--- config.mk ---
export PLATFORM = sky130hd
export DESIGN_NAME = adc_config_register_bank
export DESIGN_NICKNAME = d
export VERILOG_FILES = /design/src/adc_cfg_pkg.sv /design/src/adc_config_register_bank.sv
export SDC_FILE = /design/constraint.sdc
export NUM_CORES = 1
export LEC_CHECK = 0
export ABC_AREA = 1
export BUFFER_PORTS_ARGS = -buffer_cell sky130_fd_sc_hd__buf_4
export CORE_ASPECT_RATIO = 0.9
export CORE_MARGIN = 2
export CORE_UTILIZATION = 35
export DETAILED_ROUTE_END_ITERATION = 7
export GPL_TIMING_DRIVEN = 0
export HOLD_SLACK_MARGIN = 0.06
export SLEW_MARGIN = 20
export SYNTH_ARGS = -nofsm -noshare
export SYNTH_HDL_FRONTEND = slang
export SYNTH_SLANG_ARGS = --single-unit
export TNS_END_PERCENT = 30
--- constraint.sdc ---
create_clock -name clk_sys -period 6.1 [get_ports clk_sys]
set_clock_uncertainty 0.2 [all_clocks]
set_input_delay 0.305 -clock clk_sys [delete_from_list [all_inputs] [get_ports clk_sys]]
set_output_delay 0.305 -clock clk_sys [all_outputs]
set_load 0.1 [all_outputs]
--- src/adc_cfg_pkg.sv ---
// constants, field layout and carrier types of the converter configuration bank
// Notes on behaviour
// - input clock divided by three-bit ratio field plus one, one to eight.
// - divider phase delayed zero to seven input clock cycles by three-bit field.
// - separate clock and data fine delay enables, shared three-bit step selector.
// - two-bit output format field; code 00 is offset binary.
// - two-bit output drive strength held: 00 single, 01 double, 10 triple.
// - enhancement bit 2 set enables first-stage chopping, clear disables it.
// - channel test pattern other than off replaces conversion data at outputs.
// - local register write lands in every channel whose select bit is set.
package adc_cfg_pkg;
   localparam int NUM_CHAN = 2;
   localparam int SAMPLE_W = 10;

   // register addresses
   localparam logic [7:0] ADDR_CHAN_SELECT = 8'h05;
   localparam logic [7:0] ADDR_CLK_DIV = 8'h0b;
   localparam logic [7:0] ADDR_ENH = 8'h0c;
   localparam logic [7:0] ADDR_TEST = 8'h0d;
   localparam logic [7:0] ADDR_OFFSET = 8'h10;
   localparam logic [7:0] ADDR_OUT_FMT = 8'h14;
   localparam logic [7:0] ADDR_DRIVE = 8'h15;
   localparam logic [7:0] ADDR_PHASE = 8'h16;
   localparam logic [7:0] ADDR_DELAY = 8'h17;
   localparam logic [7:0] ADDR_VREF = 8'h18;

   // implemented bits of each register
   localparam logic [7:0] MASK_CHAN_SELECT = 8'h03;
   localparam logic [7:0] MASK_CLK_DIV = 8'h07;
   localparam logic [7:0] MASK_ENH = 8'h04;
   localparam logic [7:0] MASK_TEST = 8'hff;
   localparam logic [7:0] MASK_OFFSET = 8'hff;
   localparam logic [7:0] MASK_FMT_LOCAL = 8'h17;
   localparam logic [7:0] MASK_FMT_GLOBAL = 8'he0;
   localparam logic [7:0] MASK_DRIVE = 8'h33;
   localparam logic [7:0] MASK_PHASE = 8'h87;
   localparam logic [7:0] MASK_DELAY = 8'ha7;
   localparam logic [7:0] MASK_VREF = 8'h07;

   // reset values
   localparam logic [7:0] RST_CHAN_SELECT = 8'h03;
   localparam logic [7:0] RST_ZERO = 8'h00;
   localparam logic [7:0] RST_VREF = 8'h04;

   // field positions
   localparam int CHAN_A_BIT = 0;
   localparam int CHAN_B_BIT = 1;
   localparam int DIV_LSB = 0;
   localparam int CHOP_BIT = 2;
   localparam int PAT_LSB = 0;
   localparam int PN_SHORT_RST_BIT = 4;
   localparam int PN_LONG_RST_BIT = 5;
   localparam int FMT_LSB = 0;
   localparam int INVERT_BIT = 2;
   localparam int PORT_DIS_BIT = 4;
   localparam int INTERLEAVE_BIT = 5;
   localparam int LOGIC_LSB = 6;
   localparam int DRIVE_DATA_LSB = 0;
   localparam int DRIVE_STROBE_LSB = 4;
   localparam int PHASE_LSB = 0;
   localparam int STROBE_INV_BIT = 7;
   localparam int DELAY_SEL_LSB = 0;
   localparam int DATA_DLY_BIT = 5;
   localparam int STROBE_DLY_BIT = 7;
   localparam int VREF_LSB = 0;

   // output formats
   localparam logic [1:0] FMT_OFFSET_BIN = 2'h0;
   localparam logic [1:0] FMT_TWOS = 2'h1;
   localparam logic [1:0] FMT_GRAY = 2'h2;

   // test pattern codes
   localparam logic [3:0] PAT_OFF = 4'h0;
   localparam logic [3:0] PAT_MIDSCALE = 4'h1;
   localparam logic [3:0] PAT_POS_FS = 4'h2;
   localparam logic [3:0] PAT_NEG_FS = 4'h3;
   localparam logic [3:0] PAT_CHECKER = 4'h4;
   localparam logic [3:0] PAT_PN_LONG = 4'h5;
   localparam logic [3:0] PAT_PN_SHORT = 4'h6;
   localparam logic [3:0] PAT_ONE_ZERO = 4'h7;

   // pattern words
   localparam logic [SAMPLE_W-1:0] WORD_MIDSCALE = 10'h200;
   localparam logic [SAMPLE_W-1:0] WORD_ONES = 10'h3ff;
   localparam logic [SAMPLE_W-1:0] WORD_ZEROS = 10'h000;
   localparam logic [SAMPLE_W-1:0] WORD_CHECK_A = 10'h2aa;
   localparam logic [SAMPLE_W-1:0] WORD_CHECK_B = 10'h155;
   localparam logic [SAMPLE_W-1:0] WORD_MSB = 10'h200;

   // pseudo-random generators
   localparam logic [22:0] PN_LONG_SEED = 23'h7fffff;
   localparam logic [8:0] PN_SHORT_SEED = 9'h1ff;
   localparam int PN_LONG_TAP = 17;
   localparam int PN_SHORT_TAP = 4;

   typedef struct packed {
      logic wr;
      logic rd;
      logic [7:0] addr;
      logic [7:0] wdata;
   } reg_req_t;

   typedef struct packed {
      logic [1:0] logic_type;
      logic interleave;
      logic chop_enable;
      logic [1:0] data_drive;
      logic [1:0] strobe_drive;
      logic data_delay_en;
      logic strobe_delay_en;
      logic [2:0] delay_select;
      logic [2:0] reference_select;
   } analog_cfg_t;
endpackage

--- src/adc_config_register_bank.sv ---
// configuration register bank with clock divider, test patterns and output formatting
`timescale 1ns/1ps
module adc_config_register_bank (
   input wire logic clk_sys,
   input wire logic rst_n,
   input wire logic clk_en,
   input wire adc_cfg_pkg::reg_req_t reg_req,
   output logic [7:0] reg_rdata,
   input wire logic [adc_cfg_pkg::NUM_CHAN-1:0][adc_cfg_pkg::SAMPLE_W-1:0] sample_in,
   output logic [adc_cfg_pkg::NUM_CHAN-1:0][adc_cfg_pkg::SAMPLE_W-1:0] sample_out,
   output logic [adc_cfg_pkg::NUM_CHAN-1:0] output_enable,
   output logic output_sample_strobe,
   output logic divided_clock_tick,
   output logic [adc_cfg_pkg::NUM_CHAN-1:0][7:0] offset_trim,
   output adc_cfg_pkg::analog_cfg_t analog_cfg
);
   localparam int NC = adc_cfg_pkg::NUM_CHAN;
   localparam int SW = adc_cfg_pkg::SAMPLE_W;

   logic rst_sync1;
   logic rst_core_n;
   logic [7:0] chan_select;
   logic [7:0] clock_divider_ratio;
   logic [7:0] enhancement_control;
   logic [7:0] fmt_global;
   logic [7:0] output_drive_adjust;
   logic [7:0] clock_phase_control;
   logic [7:0] output_fine_delay;
   logic [7:0] reference_span_select;
   logic [NC-1:0][7:0] test_pattern_select;
   logic [NC-1:0][7:0] fmt_local;
   logic [2:0] div_cnt;
   logic strobe;

   function automatic logic hit(input adc_cfg_pkg::reg_req_t r, input logic [7:0] a);
      hit = r.wr && (r.addr == a);
   endfunction

   function automatic logic [SW-1:0] encode(input logic [SW-1:0] ob, input logic [1:0] code);
      unique case (code)
         adc_cfg_pkg::FMT_TWOS: encode = ob ^ adc_cfg_pkg::WORD_MSB;
         adc_cfg_pkg::FMT_GRAY: encode = ob ^ (ob >> 1);
         default: encode = ob;
      endcase
   endfunction

   // reset release through two flops, assertion stays asynchronous
   always_ff @(posedge clk_sys or negedge rst_n) begin
      if (!rst_n) begin
         rst_sync1 <= 1'b0;
         rst_core_n <= 1'b0;
      end else begin
         rst_sync1 <= 1'b1;
         rst_core_n <= rst_sync1;
      end
   end

   // write decode; writes only take effect while the clock enable is high
   wire wr_chan = clk_en && hit(reg_req, adc_cfg_pkg::ADDR_CHAN_SELECT);
   wire wr_div = clk_en && hit(reg_req, adc_cfg_pkg::ADDR_CLK_DIV);
   wire wr_enh = clk_en && hit(reg_req, adc_cfg_pkg::ADDR_ENH);
   wire wr_test = clk_en && hit(reg_req, adc_cfg_pkg::ADDR_TEST);
   wire wr_offset = clk_en && hit(reg_req, adc_cfg_pkg::ADDR_OFFSET);
   wire wr_fmt = clk_en && hit(reg_req, adc_cfg_pkg::ADDR_OUT_FMT);
   wire wr_drive = clk_en && hit(reg_req, adc_cfg_pkg::ADDR_DRIVE);
   wire wr_phase = clk_en && hit(reg_req, adc_cfg_pkg::ADDR_PHASE);
   wire wr_delay = clk_en && hit(reg_req, adc_cfg_pkg::ADDR_DELAY);
   wire wr_vref = clk_en && hit(reg_req, adc_cfg_pkg::ADDR_VREF);
   wire [7:0] wd = reg_req.wdata;

   // defaults at reset, open bits never stored
   always_ff @(posedge clk_sys or negedge rst_core_n) begin
      if (!rst_core_n) begin
         chan_select <= adc_cfg_pkg::RST_CHAN_SELECT;
         clock_divider_ratio <= adc_cfg_pkg::RST_ZERO;
         enhancement_control <= adc_cfg_pkg::RST_ZERO;
         fmt_global <= adc_cfg_pkg::RST_ZERO;
         output_drive_adjust <= adc_cfg_pkg::RST_ZERO;
         clock_phase_control <= adc_cfg_pkg::RST_ZERO;
         output_fine_delay <= adc_cfg_pkg::RST_ZERO;
         reference_span_select <= adc_cfg_pkg::RST_VREF;
      end else begin
         if (wr_chan) chan_select <= wd & adc_cfg_pkg::MASK_CHAN_SELECT;
         if (wr_div) clock_divider_ratio <= wd & adc_cfg_pkg::MASK_CLK_DIV;
         if (wr_enh) enhancement_control <= wd & adc_cfg_pkg::MASK_ENH;
         if (wr_fmt) fmt_global <= wd & adc_cfg_pkg::MASK_FMT_GLOBAL;
         if (wr_drive) output_drive_adjust <= wd & adc_cfg_pkg::MASK_DRIVE;
         if (wr_phase) clock_phase_control <= wd & adc_cfg_pkg::MASK_PHASE;
         if (wr_delay) output_fine_delay <= wd & adc_cfg_pkg::MASK_DELAY;
         if (wr_vref) reference_span_select <= wd & adc_cfg_pkg::MASK_VREF;
      end
   end

   // stored analog settings driven straight from the registers
   // chop enable follows bit 2
   assign analog_cfg.chop_enable = enhancement_control[adc_cfg_pkg::CHOP_BIT];
   // drive strength codes held as written
   assign analog_cfg.data_drive = output_drive_adjust[adc_cfg_pkg::DRIVE_DATA_LSB +: 2];
   assign analog_cfg.strobe_drive = output_drive_adjust[adc_cfg_pkg::DRIVE_STROBE_LSB +: 2];
   // separate delay enables, one shared step selector
   assign analog_cfg.data_delay_en = output_fine_delay[adc_cfg_pkg::DATA_DLY_BIT];
   assign analog_cfg.strobe_delay_en = output_fine_delay[adc_cfg_pkg::STROBE_DLY_BIT];
   assign analog_cfg.delay_select = output_fine_delay[adc_cfg_pkg::DELAY_SEL_LSB +: 3];
   assign analog_cfg.reference_select = reference_span_select[adc_cfg_pkg::VREF_LSB +: 3];
   assign analog_cfg.logic_type = fmt_global[adc_cfg_pkg::LOGIC_LSB +: 2];
   assign analog_cfg.interleave = fmt_global[adc_cfg_pkg::INTERLEAVE_BIT];

   // divider: ratio plus one states, tick lands at the phase slot
   wire [2:0] div_ratio = clock_divider_ratio[adc_cfg_pkg::DIV_LSB +: 3];
   wire [2:0] div_phase = clock_phase_control[adc_cfg_pkg::PHASE_LSB +: 3];
   wire [3:0] div_len = {1'b0, div_ratio} + 4'h1;
   wire [3:0] phase_mod = {1'b0, div_phase} % div_len;
   wire div_wrap = div_cnt >= div_ratio;
   wire [2:0] next_div_cnt = div_wrap ? 3'h0 : div_cnt + 3'h1;
   wire tick = clk_en && (div_cnt == phase_mod[2:0]);
   wire next_strobe = tick ^ clock_phase_control[adc_cfg_pkg::STROBE_INV_BIT];

   // counter wraps after ratio plus one cycles
   // phase field shifts the tick slot by whole input cycles
   always_ff @(posedge clk_sys or negedge rst_core_n) begin
      if (!rst_core_n) begin
         div_cnt <= 3'h0;
         strobe <= 1'b0;
      end else if (clk_en) begin
         div_cnt <= next_div_cnt;
         strobe <= next_strobe;
      end
   end
   assign divided_clock_tick = tick;
   assign output_sample_strobe = strobe;

   // per-channel local state
   genvar ch;
   generate
      for (ch = 0; ch < NC; ch++) begin : g_chan
         logic [22:0] pn_long;
         logic [8:0] pn_short;
         logic alt;
         logic [SW-1:0] dout;
         logic oe;
         logic [7:0] trim;
         // local writes go to every selected channel
         wire sel = chan_select[ch];
         wire [3:0] pat = test_pattern_select[ch][adc_cfg_pkg::PAT_LSB +: 4];
         wire [1:0] fmt = fmt_local[ch][adc_cfg_pkg::FMT_LSB +: 2];
         wire inv = fmt_local[ch][adc_cfg_pkg::INVERT_BIT];
         wire dis = fmt_local[ch][adc_cfg_pkg::PORT_DIS_BIT];
         wire rst_long = wr_test && sel && wd[adc_cfg_pkg::PN_LONG_RST_BIT];
         wire rst_short = wr_test && sel && wd[adc_cfg_pkg::PN_SHORT_RST_BIT];
         wire fb_long = pn_long[22] ^ pn_long[adc_cfg_pkg::PN_LONG_TAP];
         wire fb_short = pn_short[8] ^ pn_short[adc_cfg_pkg::PN_SHORT_TAP];
         logic [SW-1:0] pat_word;
         // pattern words replace conversion data when not off
         always_comb begin
            unique case (pat)
               adc_cfg_pkg::PAT_MIDSCALE: pat_word = adc_cfg_pkg::WORD_MIDSCALE;
               adc_cfg_pkg::PAT_POS_FS: pat_word = adc_cfg_pkg::WORD_ONES;
               adc_cfg_pkg::PAT_NEG_FS: pat_word = adc_cfg_pkg::WORD_ZEROS;
               adc_cfg_pkg::PAT_CHECKER: pat_word = alt ? adc_cfg_pkg::WORD_CHECK_B
                                                        : adc_cfg_pkg::WORD_CHECK_A;
               adc_cfg_pkg::PAT_PN_LONG: pat_word = pn_long[SW-1:0];
               adc_cfg_pkg::PAT_PN_SHORT: pat_word = {pn_short[8], pn_short[8:0]};
               adc_cfg_pkg::PAT_ONE_ZERO: pat_word = alt ? adc_cfg_pkg::WORD_ZEROS
                                                         : adc_cfg_pkg::WORD_ONES;
               default: pat_word = adc_cfg_pkg::WORD_ZEROS;
            endcase
         end
         // format applies to conversion data only, patterns skip the encoding but still take invert
         wire [SW-1:0] coded = (pat == adc_cfg_pkg::PAT_OFF) ? encode(sample_in[ch], fmt)
                                                             : pat_word;
         wire [SW-1:0] next_dout = dis ? adc_cfg_pkg::WORD_ZEROS : (inv ? ~coded : coded);

         // local registers also start from their defaults
         always_ff @(posedge clk_sys or negedge rst_core_n) begin
            if (!rst_core_n) begin
               test_pattern_select[ch] <= adc_cfg_pkg::RST_ZERO;
               trim <= adc_cfg_pkg::RST_ZERO;
               fmt_local[ch] <= adc_cfg_pkg::RST_ZERO;
            end else begin
               if (wr_test && sel) test_pattern_select[ch] <= wd & adc_cfg_pkg::MASK_TEST;
               if (wr_offset && sel) trim <= wd & adc_cfg_pkg::MASK_OFFSET;
               if (wr_fmt && sel) fmt_local[ch] <= wd & adc_cfg_pkg::MASK_FMT_LOCAL;
            end
         end

         // generators advance once per divided sample, reset bit reseeds
         always_ff @(posedge clk_sys or negedge rst_core_n) begin
            if (!rst_core_n) begin
               pn_long <= adc_cfg_pkg::PN_LONG_SEED;
               pn_short <= adc_cfg_pkg::PN_SHORT_SEED;
               alt <= 1'b0;
               dout <= adc_cfg_pkg::WORD_ZEROS;
               oe <= 1'b0;
            end else begin
               if (rst_long) pn_long <= adc_cfg_pkg::PN_LONG_SEED;
               else if (tick) pn_long <= {pn_long[21:0], fb_long};
               if (rst_short) pn_short <= adc_cfg_pkg::PN_SHORT_SEED;
               else if (tick) pn_short <= {pn_short[7:0], fb_short};
               if (tick) begin
                  alt <= ~alt;
                  dout <= next_dout;
                  oe <= ~dis;
               end
            end
         end
         assign sample_out[ch] = dout;
         assign output_enable[ch] = oe;
         assign offset_trim[ch] = trim;
      end
   endgenerate

   // read mux: channel A wins when both are selected
   wire rd_ch = ~chan_select[adc_cfg_pkg::CHAN_A_BIT];
   logic [7:0] rd_word;
   always_comb begin
      unique case (reg_req.addr)
         adc_cfg_pkg::ADDR_CHAN_SELECT: rd_word = chan_select;
         adc_cfg_pkg::ADDR_CLK_DIV: rd_word = clock_divider_ratio;
         adc_cfg_pkg::ADDR_ENH: rd_word = enhancement_control;
         adc_cfg_pkg::ADDR_TEST: rd_word = test_pattern_select[rd_ch];
         adc_cfg_pkg::ADDR_OFFSET: rd_word = offset_trim[rd_ch];
         adc_cfg_pkg::ADDR_OUT_FMT: rd_word = fmt_global | fmt_local[rd_ch];
         adc_cfg_pkg::ADDR_DRIVE: rd_word = output_drive_adjust;
         adc_cfg_pkg::ADDR_PHASE: rd_word = clock_phase_control;
         adc_cfg_pkg::ADDR_DELAY: rd_word = output_fine_delay;
         adc_cfg_pkg::ADDR_VREF: rd_word = reference_span_select;
         default: rd_word = adc_cfg_pkg::RST_ZERO;
      endcase
   end
   always_ff @(posedge clk_sys or negedge rst_core_n) begin
      if (!rst_core_n) reg_rdata <= adc_cfg_pkg::RST_ZERO;
      else if (clk_en && reg_req.rd) reg_rdata <= rd_word;
   end

   // implemented bits per address, reads must never show anything outside them
   logic [7:0] rd_mask;
   always_comb begin
      unique case (reg_req.addr)
         adc_cfg_pkg::ADDR_CHAN_SELECT: rd_mask = adc_cfg_pkg::MASK_CHAN_SELECT;
         adc_cfg_pkg::ADDR_CLK_DIV: rd_mask = adc_cfg_pkg::MASK_CLK_DIV;
         adc_cfg_pkg::ADDR_ENH: rd_mask = adc_cfg_pkg::MASK_ENH;
         adc_cfg_pkg::ADDR_TEST: rd_mask = adc_cfg_pkg::MASK_TEST;
         adc_cfg_pkg::ADDR_OFFSET: rd_mask = adc_cfg_pkg::MASK_OFFSET;
         adc_cfg_pkg::ADDR_OUT_FMT: rd_mask = adc_cfg_pkg::MASK_FMT_LOCAL | adc_cfg_pkg::MASK_FMT_GLOBAL;
         adc_cfg_pkg::ADDR_DRIVE: rd_mask = adc_cfg_pkg::MASK_DRIVE;
         adc_cfg_pkg::ADDR_PHASE: rd_mask = adc_cfg_pkg::MASK_PHASE;
         adc_cfg_pkg::ADDR_DELAY: rd_mask = adc_cfg_pkg::MASK_DELAY;
         adc_cfg_pkg::ADDR_VREF: rd_mask = adc_cfg_pkg::MASK_VREF;
         default: rd_mask = adc_cfg_pkg::RST_ZERO;
      endcase
   end

   // helper: cycles between ticks, valid only while timing settings are untouched
   logic [3:0] gap;
   logic quiet;
   always_ff @(posedge clk_sys or negedge rst_core_n) begin
      if (!rst_core_n) begin
         gap <= 4'h0;
         quiet <= 1'b0;
      end else if (clk_en) begin
         gap <= tick ? 4'h1 : gap + 4'h1;
         quiet <= (wr_div || wr_phase) ? 1'b0 : (tick ? 1'b1 : quiet);
      end
   end
endmodule

## Word level (Yosys, flattened, before mapping)

Index checks and enable logic that the tools add are counted.

| word-level totals | value |
|---|---|
| register bits after elaboration | 167 |
| latch bits | 0 |
| bits in writable memories | 0 |
| ROM bits | 0 |
| memories kept | 0 |

| cells by class | value |
|---|---|
| add/sub/neg operators | 2 |
| multipliers | 0 |
| divide/modulo/power cells | 1 |
| $lt $le $gt $ge | 2 |
| eq/ne operators | 27 |
| shift operators | 0 |
| muxes and demuxes | 30 |
| bitwise gates (word level) | 17 |
| reduce and logical (&&, ||, !) cells | 38 |

Operators by type and width:

| cell | count |
|---|---|
| 10-bit case mux with 6 select lines | 2 |
| 10-bit 2-to-1 mux | 10 |
| 23-bit 2-to-1 mux | 4 |
| 8-bit case mux with 10 select lines | 1 |
| 8-bit by 5-bit == test with 1-bit output (second input constant) | 6 |
| 8-bit 2-to-1 mux | 5 |
| 10-bit case mux with 2 select lines | 2 |
| 9-bit 2-to-1 mux | 4 |
| 4-bit by 3-bit == test with 1-bit output (second input constant) | 8 |
| 1-bit logical AND | 32 |
| 8-bit by 4-bit == test with 1-bit output (second input constant) | 3 |
| 10-bit inverter | 2 |
| 10-bit by 9-bit bitwise XOR with 10-bit output | 2 |
| 4-bit by 1-bit == test with 1-bit output (second input constant) | 2 |
| 4-bit by 2-bit == test with 1-bit output (second input constant) | 2 |
| 8-bit by 3-bit == test with 1-bit output (second input constant) | 1 |
| 4-bit zero test | 2 |
| 8-bit OR | 1 |
| 2-bit nonzero test | 4 |
| 1-bit inverter | 7 |
| 5-bit 2-to-1 mux | 1 |
| 1-bit bitwise XOR | 5 |
| 3-bit by 1-bit adder with 4-bit output (second input constant) | 1 |
| 2-bit by 1-bit == test with 1-bit output (second input constant) | 2 |
| 7 further kinds | 8 |

## Longest topological paths before layout

| depth | value |
|---|---|
| word-level depth | 6 |
| mapped depth | 34 |
| mapped depth without buffers | 33 |

## Least setup slack after synthesis

Ideal clock, no wire load.

| timing | value |
|---|---|
| path kind | register to output |
| start | reg clock_divider_ratio[0] |
| end | out divided_clock_tick |
| data arrival time | 4,859 ps |
| data required time | 5,595 ps |
| path slack | 736 ps |
| stages on the path, launching flop included | 30 |
| buffers on the path | 1 |
| cells stage by stage | dfrtp_1 ha_1 inv_1 a41oi_1 nor3_1 ha_1 o21ai_0 nand2_1 nand3_1 nand2_2 ha_1 nand2_1 inv_1 nand3_1 nand3_2 inv_2 or2_2 nand2_1 inv_1 fa_1 nand3b_1 nand3_1 inv_1 or2_1 nand3_1 nand2_1 nor2_2 nand2_4 inv_2 buf_2 |

| between the ends | value |
|---|---|
| word-level cells in the longest chain between the ends | 4 |

Ends and longest elaborated chain:

| element | RTL line | RTL |
|---|---|---|
| from (decl) | adc_config_register_bank.sv:23 | `logic [7:0] clock_divider_ratio;` |
| from (signal assigned) | adc_config_register_bank.sv:75 | `clock_divider_ratio <= adc_cfg_pkg::RST_ZERO;` |
| from (signal assigned) | adc_config_register_bank.sv:84 | `if (wr_div) clock_divider_ratio <= wd & adc_cfg_pkg::MASK_CLK_DIV;` |
| 3-bit by 1-bit adder with 4-bit output | adc_config_register_bank.sv:111 | `wire [3:0] div_len = {1'b0, div_ratio} + 4'h1;` |
| 3-bit by 4-bit remainder unit with 4-bit output | adc_config_register_bank.sv:112 | `wire [3:0] phase_mod = {1'b0, div_phase} % div_len;` |
| 3-bit == test | adc_config_register_bank.sv:115 | `wire tick = clk_en && (div_cnt == phase_mod[2:0]);` |
| 1-bit logical AND | adc_config_register_bank.sv:115 |  |
| to (decl) | adc_config_register_bank.sv:13 | `output logic divided_clock_tick,` |

No other way between the ends.

## Final worst setup path

Ends and elaborated chain as after synthesis.

==> key figures <==
Power
  • Combinational power share: 0.327
  • Leakage power: about 5.4 nW
  • Net Switching: 1.52 mW
  • Pwr per Cell Area: about 350 mW/mm^2
  • Total internal power: ~2.4 mW
  • Switching portion of total power: 0.386
  • Max rail drop VDD: just over 0.3 mV
  • Sequential Power Share: 0.390
  • Clock power share: 0.283

Critical path
  • Reg2reg path depth: 33
  • CP endpoint kind: output pin
  • Worst path required time: 5.59 ns
  • CP Data Arrival Time: 5.21 ns
  • Top delay family on crit path: simple AND/OR/NAND/NOR gates
  • Startpoint class of the critical path: register
  • Slowest cell on the critical path: dfrtp_2
  • CP most frequent cell: nand2_1
  • CP Buf/Inv Count: 7
  • Critical path class: reg2out
  • Crit path depth: 30
  • CP peak stage delay: 0.46 ns
  • Largest fanout on the critical path: 16

Floorplanning
  • Die area: 0.0275 sq mm
  • Starting density of the core: 0.354
  • Die height: approximately 160 um
  • Core area: 0.0259 sq mm
  • Top Ports: between 100 and 150
  • Chip width: roughly 170 um
  • Row cnt: 56

GRT
  • Largest net degree at the start of global routing: 52
  • Total grt overflow: 0
  • Initial antenna violation count: 0
  • GRT Total Usage: 0.181
  • Vias in the first global route: around 7.7k
  • First-pass GRT wire length: a little under 40 mm

Clocking
  • Num CTS Buffers: 17
  • CTS tree: built
  • CTS clk-pin slew, worst paths: approximately 0.070 ns
  • CTS max path bufs: 2
  • H-Tree Depth: 4
  • CTS Sinks: ~170
  • Clk_lat worst skew: about 0.43 ns
  • CTS root buffer: clkbuf_16

Synthesis
  • Ys flop type: dfrtp_1
  • Seq/Total Area, Yosys: 0.466
  • Post-synthesis mux area share: 0.00328
  • Warnings, synthesis: 0
  • Adder-cell area share of the yosys netlist: 0.0323
  • Distinct cells, synth: 48
  • Mapped Area: between 0.009 and 0.01 sq mm
  • Post-Synthesis Cells: ~1.2k
  • Yosys top cell by area: dfrtp_1
  • Most frequent cell after synthesis: nand2_1
  • Largest cells by area after synthesis: dfrtp_1 (27%), dfstp_2 (19%), nand2_1 (18%), o21ai_0 (7.3%), nand3_1 (5.6%)
  • XOR/XNOR Fraction of Synth Area: 0.0297
  • Yosys reg bits: roughly 170
  • Asr flop ratio synth: 1.00
  • Synth Area in Simple Gates: 0.288
  • Synthesized area per cell: between 7 and 8 sq um
  • Synth Area in Compound Gates: 0.113
  • Commonest cells post-synth: nand2_1 (427), o21ai_0 (133), nand3_1 (103)
  • Largest family of logic cells by synthesized area: simple AND/OR/NAND/NOR gates
  • Post-synth EDFFs: 0
  • Syn nets: between 1k and 1.5k
  • Synth top area share: 0.274

Placement
  • I/O Buffers: roughly 100
  • GP Congestion: a little under 0.9
  • Final HPWL DP: approximately 19 mm
  • Post-DP Area: about 0.010 sq mm
  • Pre-CTS setup slack: between 0.06 and 0.07 ns

STA
  • Slew HR: 0.396
  • Pins Over Slew Limit: 0
  • Final hold viol count: 0
  • Slew of the pin with the lowest slew margin: approximately 0.90 ns
  • Setup violators final: 0
  • Crit path time final: between 5 and 6 ns
  • Fmax: between 150 and 200 MHz
  • Tcrit/Tclk final: 0.937
  • Final setup margin: approximately 0.38 ns

Routing
  • Vias per Instance: a little under 5
  • Drt wl/cell: between 10 and 15 um
  • WL final: around 25 mm
  • DR vias: 8085
  • First-iteration detailed-routing DRC count: 538
  • ANT nets after route: 0
  • Drt pass-1 iters: 6
  • Residual DRC: 0

Hold path
  • HP Class: in2reg
  • Hold-critical path depth: 3

Final layout
  • Ant diodes: 0
  • Post-route cell area: roughly 0.011 sq mm
  • Area delta synth->final: 22.5%
  • Share of cells above drive strength 1: 0.203
  • Fin nets: about 1.4k

Flow run
  • Max Cap Violations: 0

Status
  • Outcome: completed
-- through the flow --
stage	cells	hold slack (ns)	setup TNS [ns]	util	power, mW
floorplan	1168	-0.191	0	-	2.48
global placement	1619	-0.112	-106.88	0.401	2.79
detailed placement	1622	-0.110	0	0.403	2.81
CTS	1662	0.0728	0	0.431	3.93
global route	1665	0.104	-0.0175	0.434	4.14
finish	1665	0.0806	0	0.434	3.93
-- area by class of cell --
cell class	instances	area [sq um]
plain buffers	31	198
clock buffers	20	479
clock inverters	12	128
fillers	2558	14600
inverters	109	422
multi-input cells	860	4310
flip-flops and latches	167	4270
well taps	348	435
repair buffers	118	966
-- cell usage in the layout (no fill, tap or decap), types with 3 or more instances in the layout --
cell type      instances
a211oi_1              10
o2111ai_1              3
ha_1                  21
inv_6                  4
xnor2_1               13
dlygate4sd3_1          9
o21ai_0              133
dfstp_2               67
buf_4                107
nor2_1                43
nand2_1              427
a22o_1                 5
nor3_1                 7
nand2_2                5
a21oi_1               19
nand4_1                8
inv_1                 99
nor2_4                 3
inv_2                  9
buf_12                 4
xor2_1                18
mux2i_1                3
nand3_2                6
clkbuf_16             19
buf_6                  6
clkbuf_1              12
a32o_1                 4
dfrtp_1               97
o211ai_1               3
buf_2                 10
nand3_1              102
-- what timing repair did --
item	in CTS	in global routing
pin swaps	0	2
hold endpoints to repair	22	0
setup endpoints to repair	1	3
hold buffers	9	0
resized for setup	6	10
setup buffers	0	3
-- power by group through the flow --
stage	Sequential (mW)	Combinational [mW]	Clock [mW]
after floorplan	1.80	0.673	0
after global placement	1.56	1.23	0
after detailed placement	1.55	1.26	0
after CTS	1.53	1.27	1.13
after global routing	1.56	1.41	1.17
final	1.53	1.29	1.11
-- sequential cells by signal (all words and copies together) (netlist names) --
signal and count:
g_chan.pat 8, output_fine_delay 5, div_cnt 3, g_chan.oe 2
fmt_local 8, fmt_global 3, enhancement_control 1, test_pattern_select 8
g_chan.dout 20, rst_sync1 1, clock_divider_ratio 3, g_chan.alt 2
g_chan.pn_long 46, clock_phase_control 4, g_chan.trim 16, chan_select 2
reference_span_select 3, output_sample_strobe 1, output_drive_adjust 4, reg_rdata 8
rst_core_n 1, g_chan.pn_short 18
-- final timing paths --
path	start	end	slack (ns)
setup / recovery	clock_divider_ratio[0]	divided_clock_tick	0.38
hold / removal	reg_req[4]	fmt_local[12]	0.08
setup reg to reg	clock_divider_ratio[0]	g_chan[1].pn_long[7]	0.61
hold reg to reg	rst_sync1	rst_core_n	0.15
max in group asynchronous	rst_core_n	g_chan[1].pn_short[6]	4.57
min in group asynchronous	rst_core_n	g_chan[0].trim[5]	0.18
-- worst register-to-register path: cells and delay by family, from the launching register on --
kind / cells / cell delay (ns)
buffers and inverters: 7 / 0.80
adder cells (fa/ha/maj): 4 / 1.24
AO/OA/AOI/OAI: 3 / 0.43
AND/OR/NAND/NOR: 19 / 2.31
flip-flops: 1 / 0.46
-- kinds of logic (layout without fill, tap and decap cells) --
logic type | count (synthesis) | in the layout
other | 1 | 1
buffers and inverters | 141 | 290
multiplexers | 3 | 3
adder cells (fa/ha/maj) | 23 | 23
AO/OA/AOI/OAI | 187 | 187
AND/OR/NAND/NOR | 615 | 615
XOR/XNOR | 31 | 31
flip-flops | 167 | 167
-- metal layers --
metal,vias up,share of wire,global-route usage
li1,4082,-,-
met1,3827,0.49,0.251
met2,146,0.46,0.290
met3,30,0.034,0.0263
met4,0,0.016,0.0580
met5,-,0,0
Power figures use the tool's default switching activity.
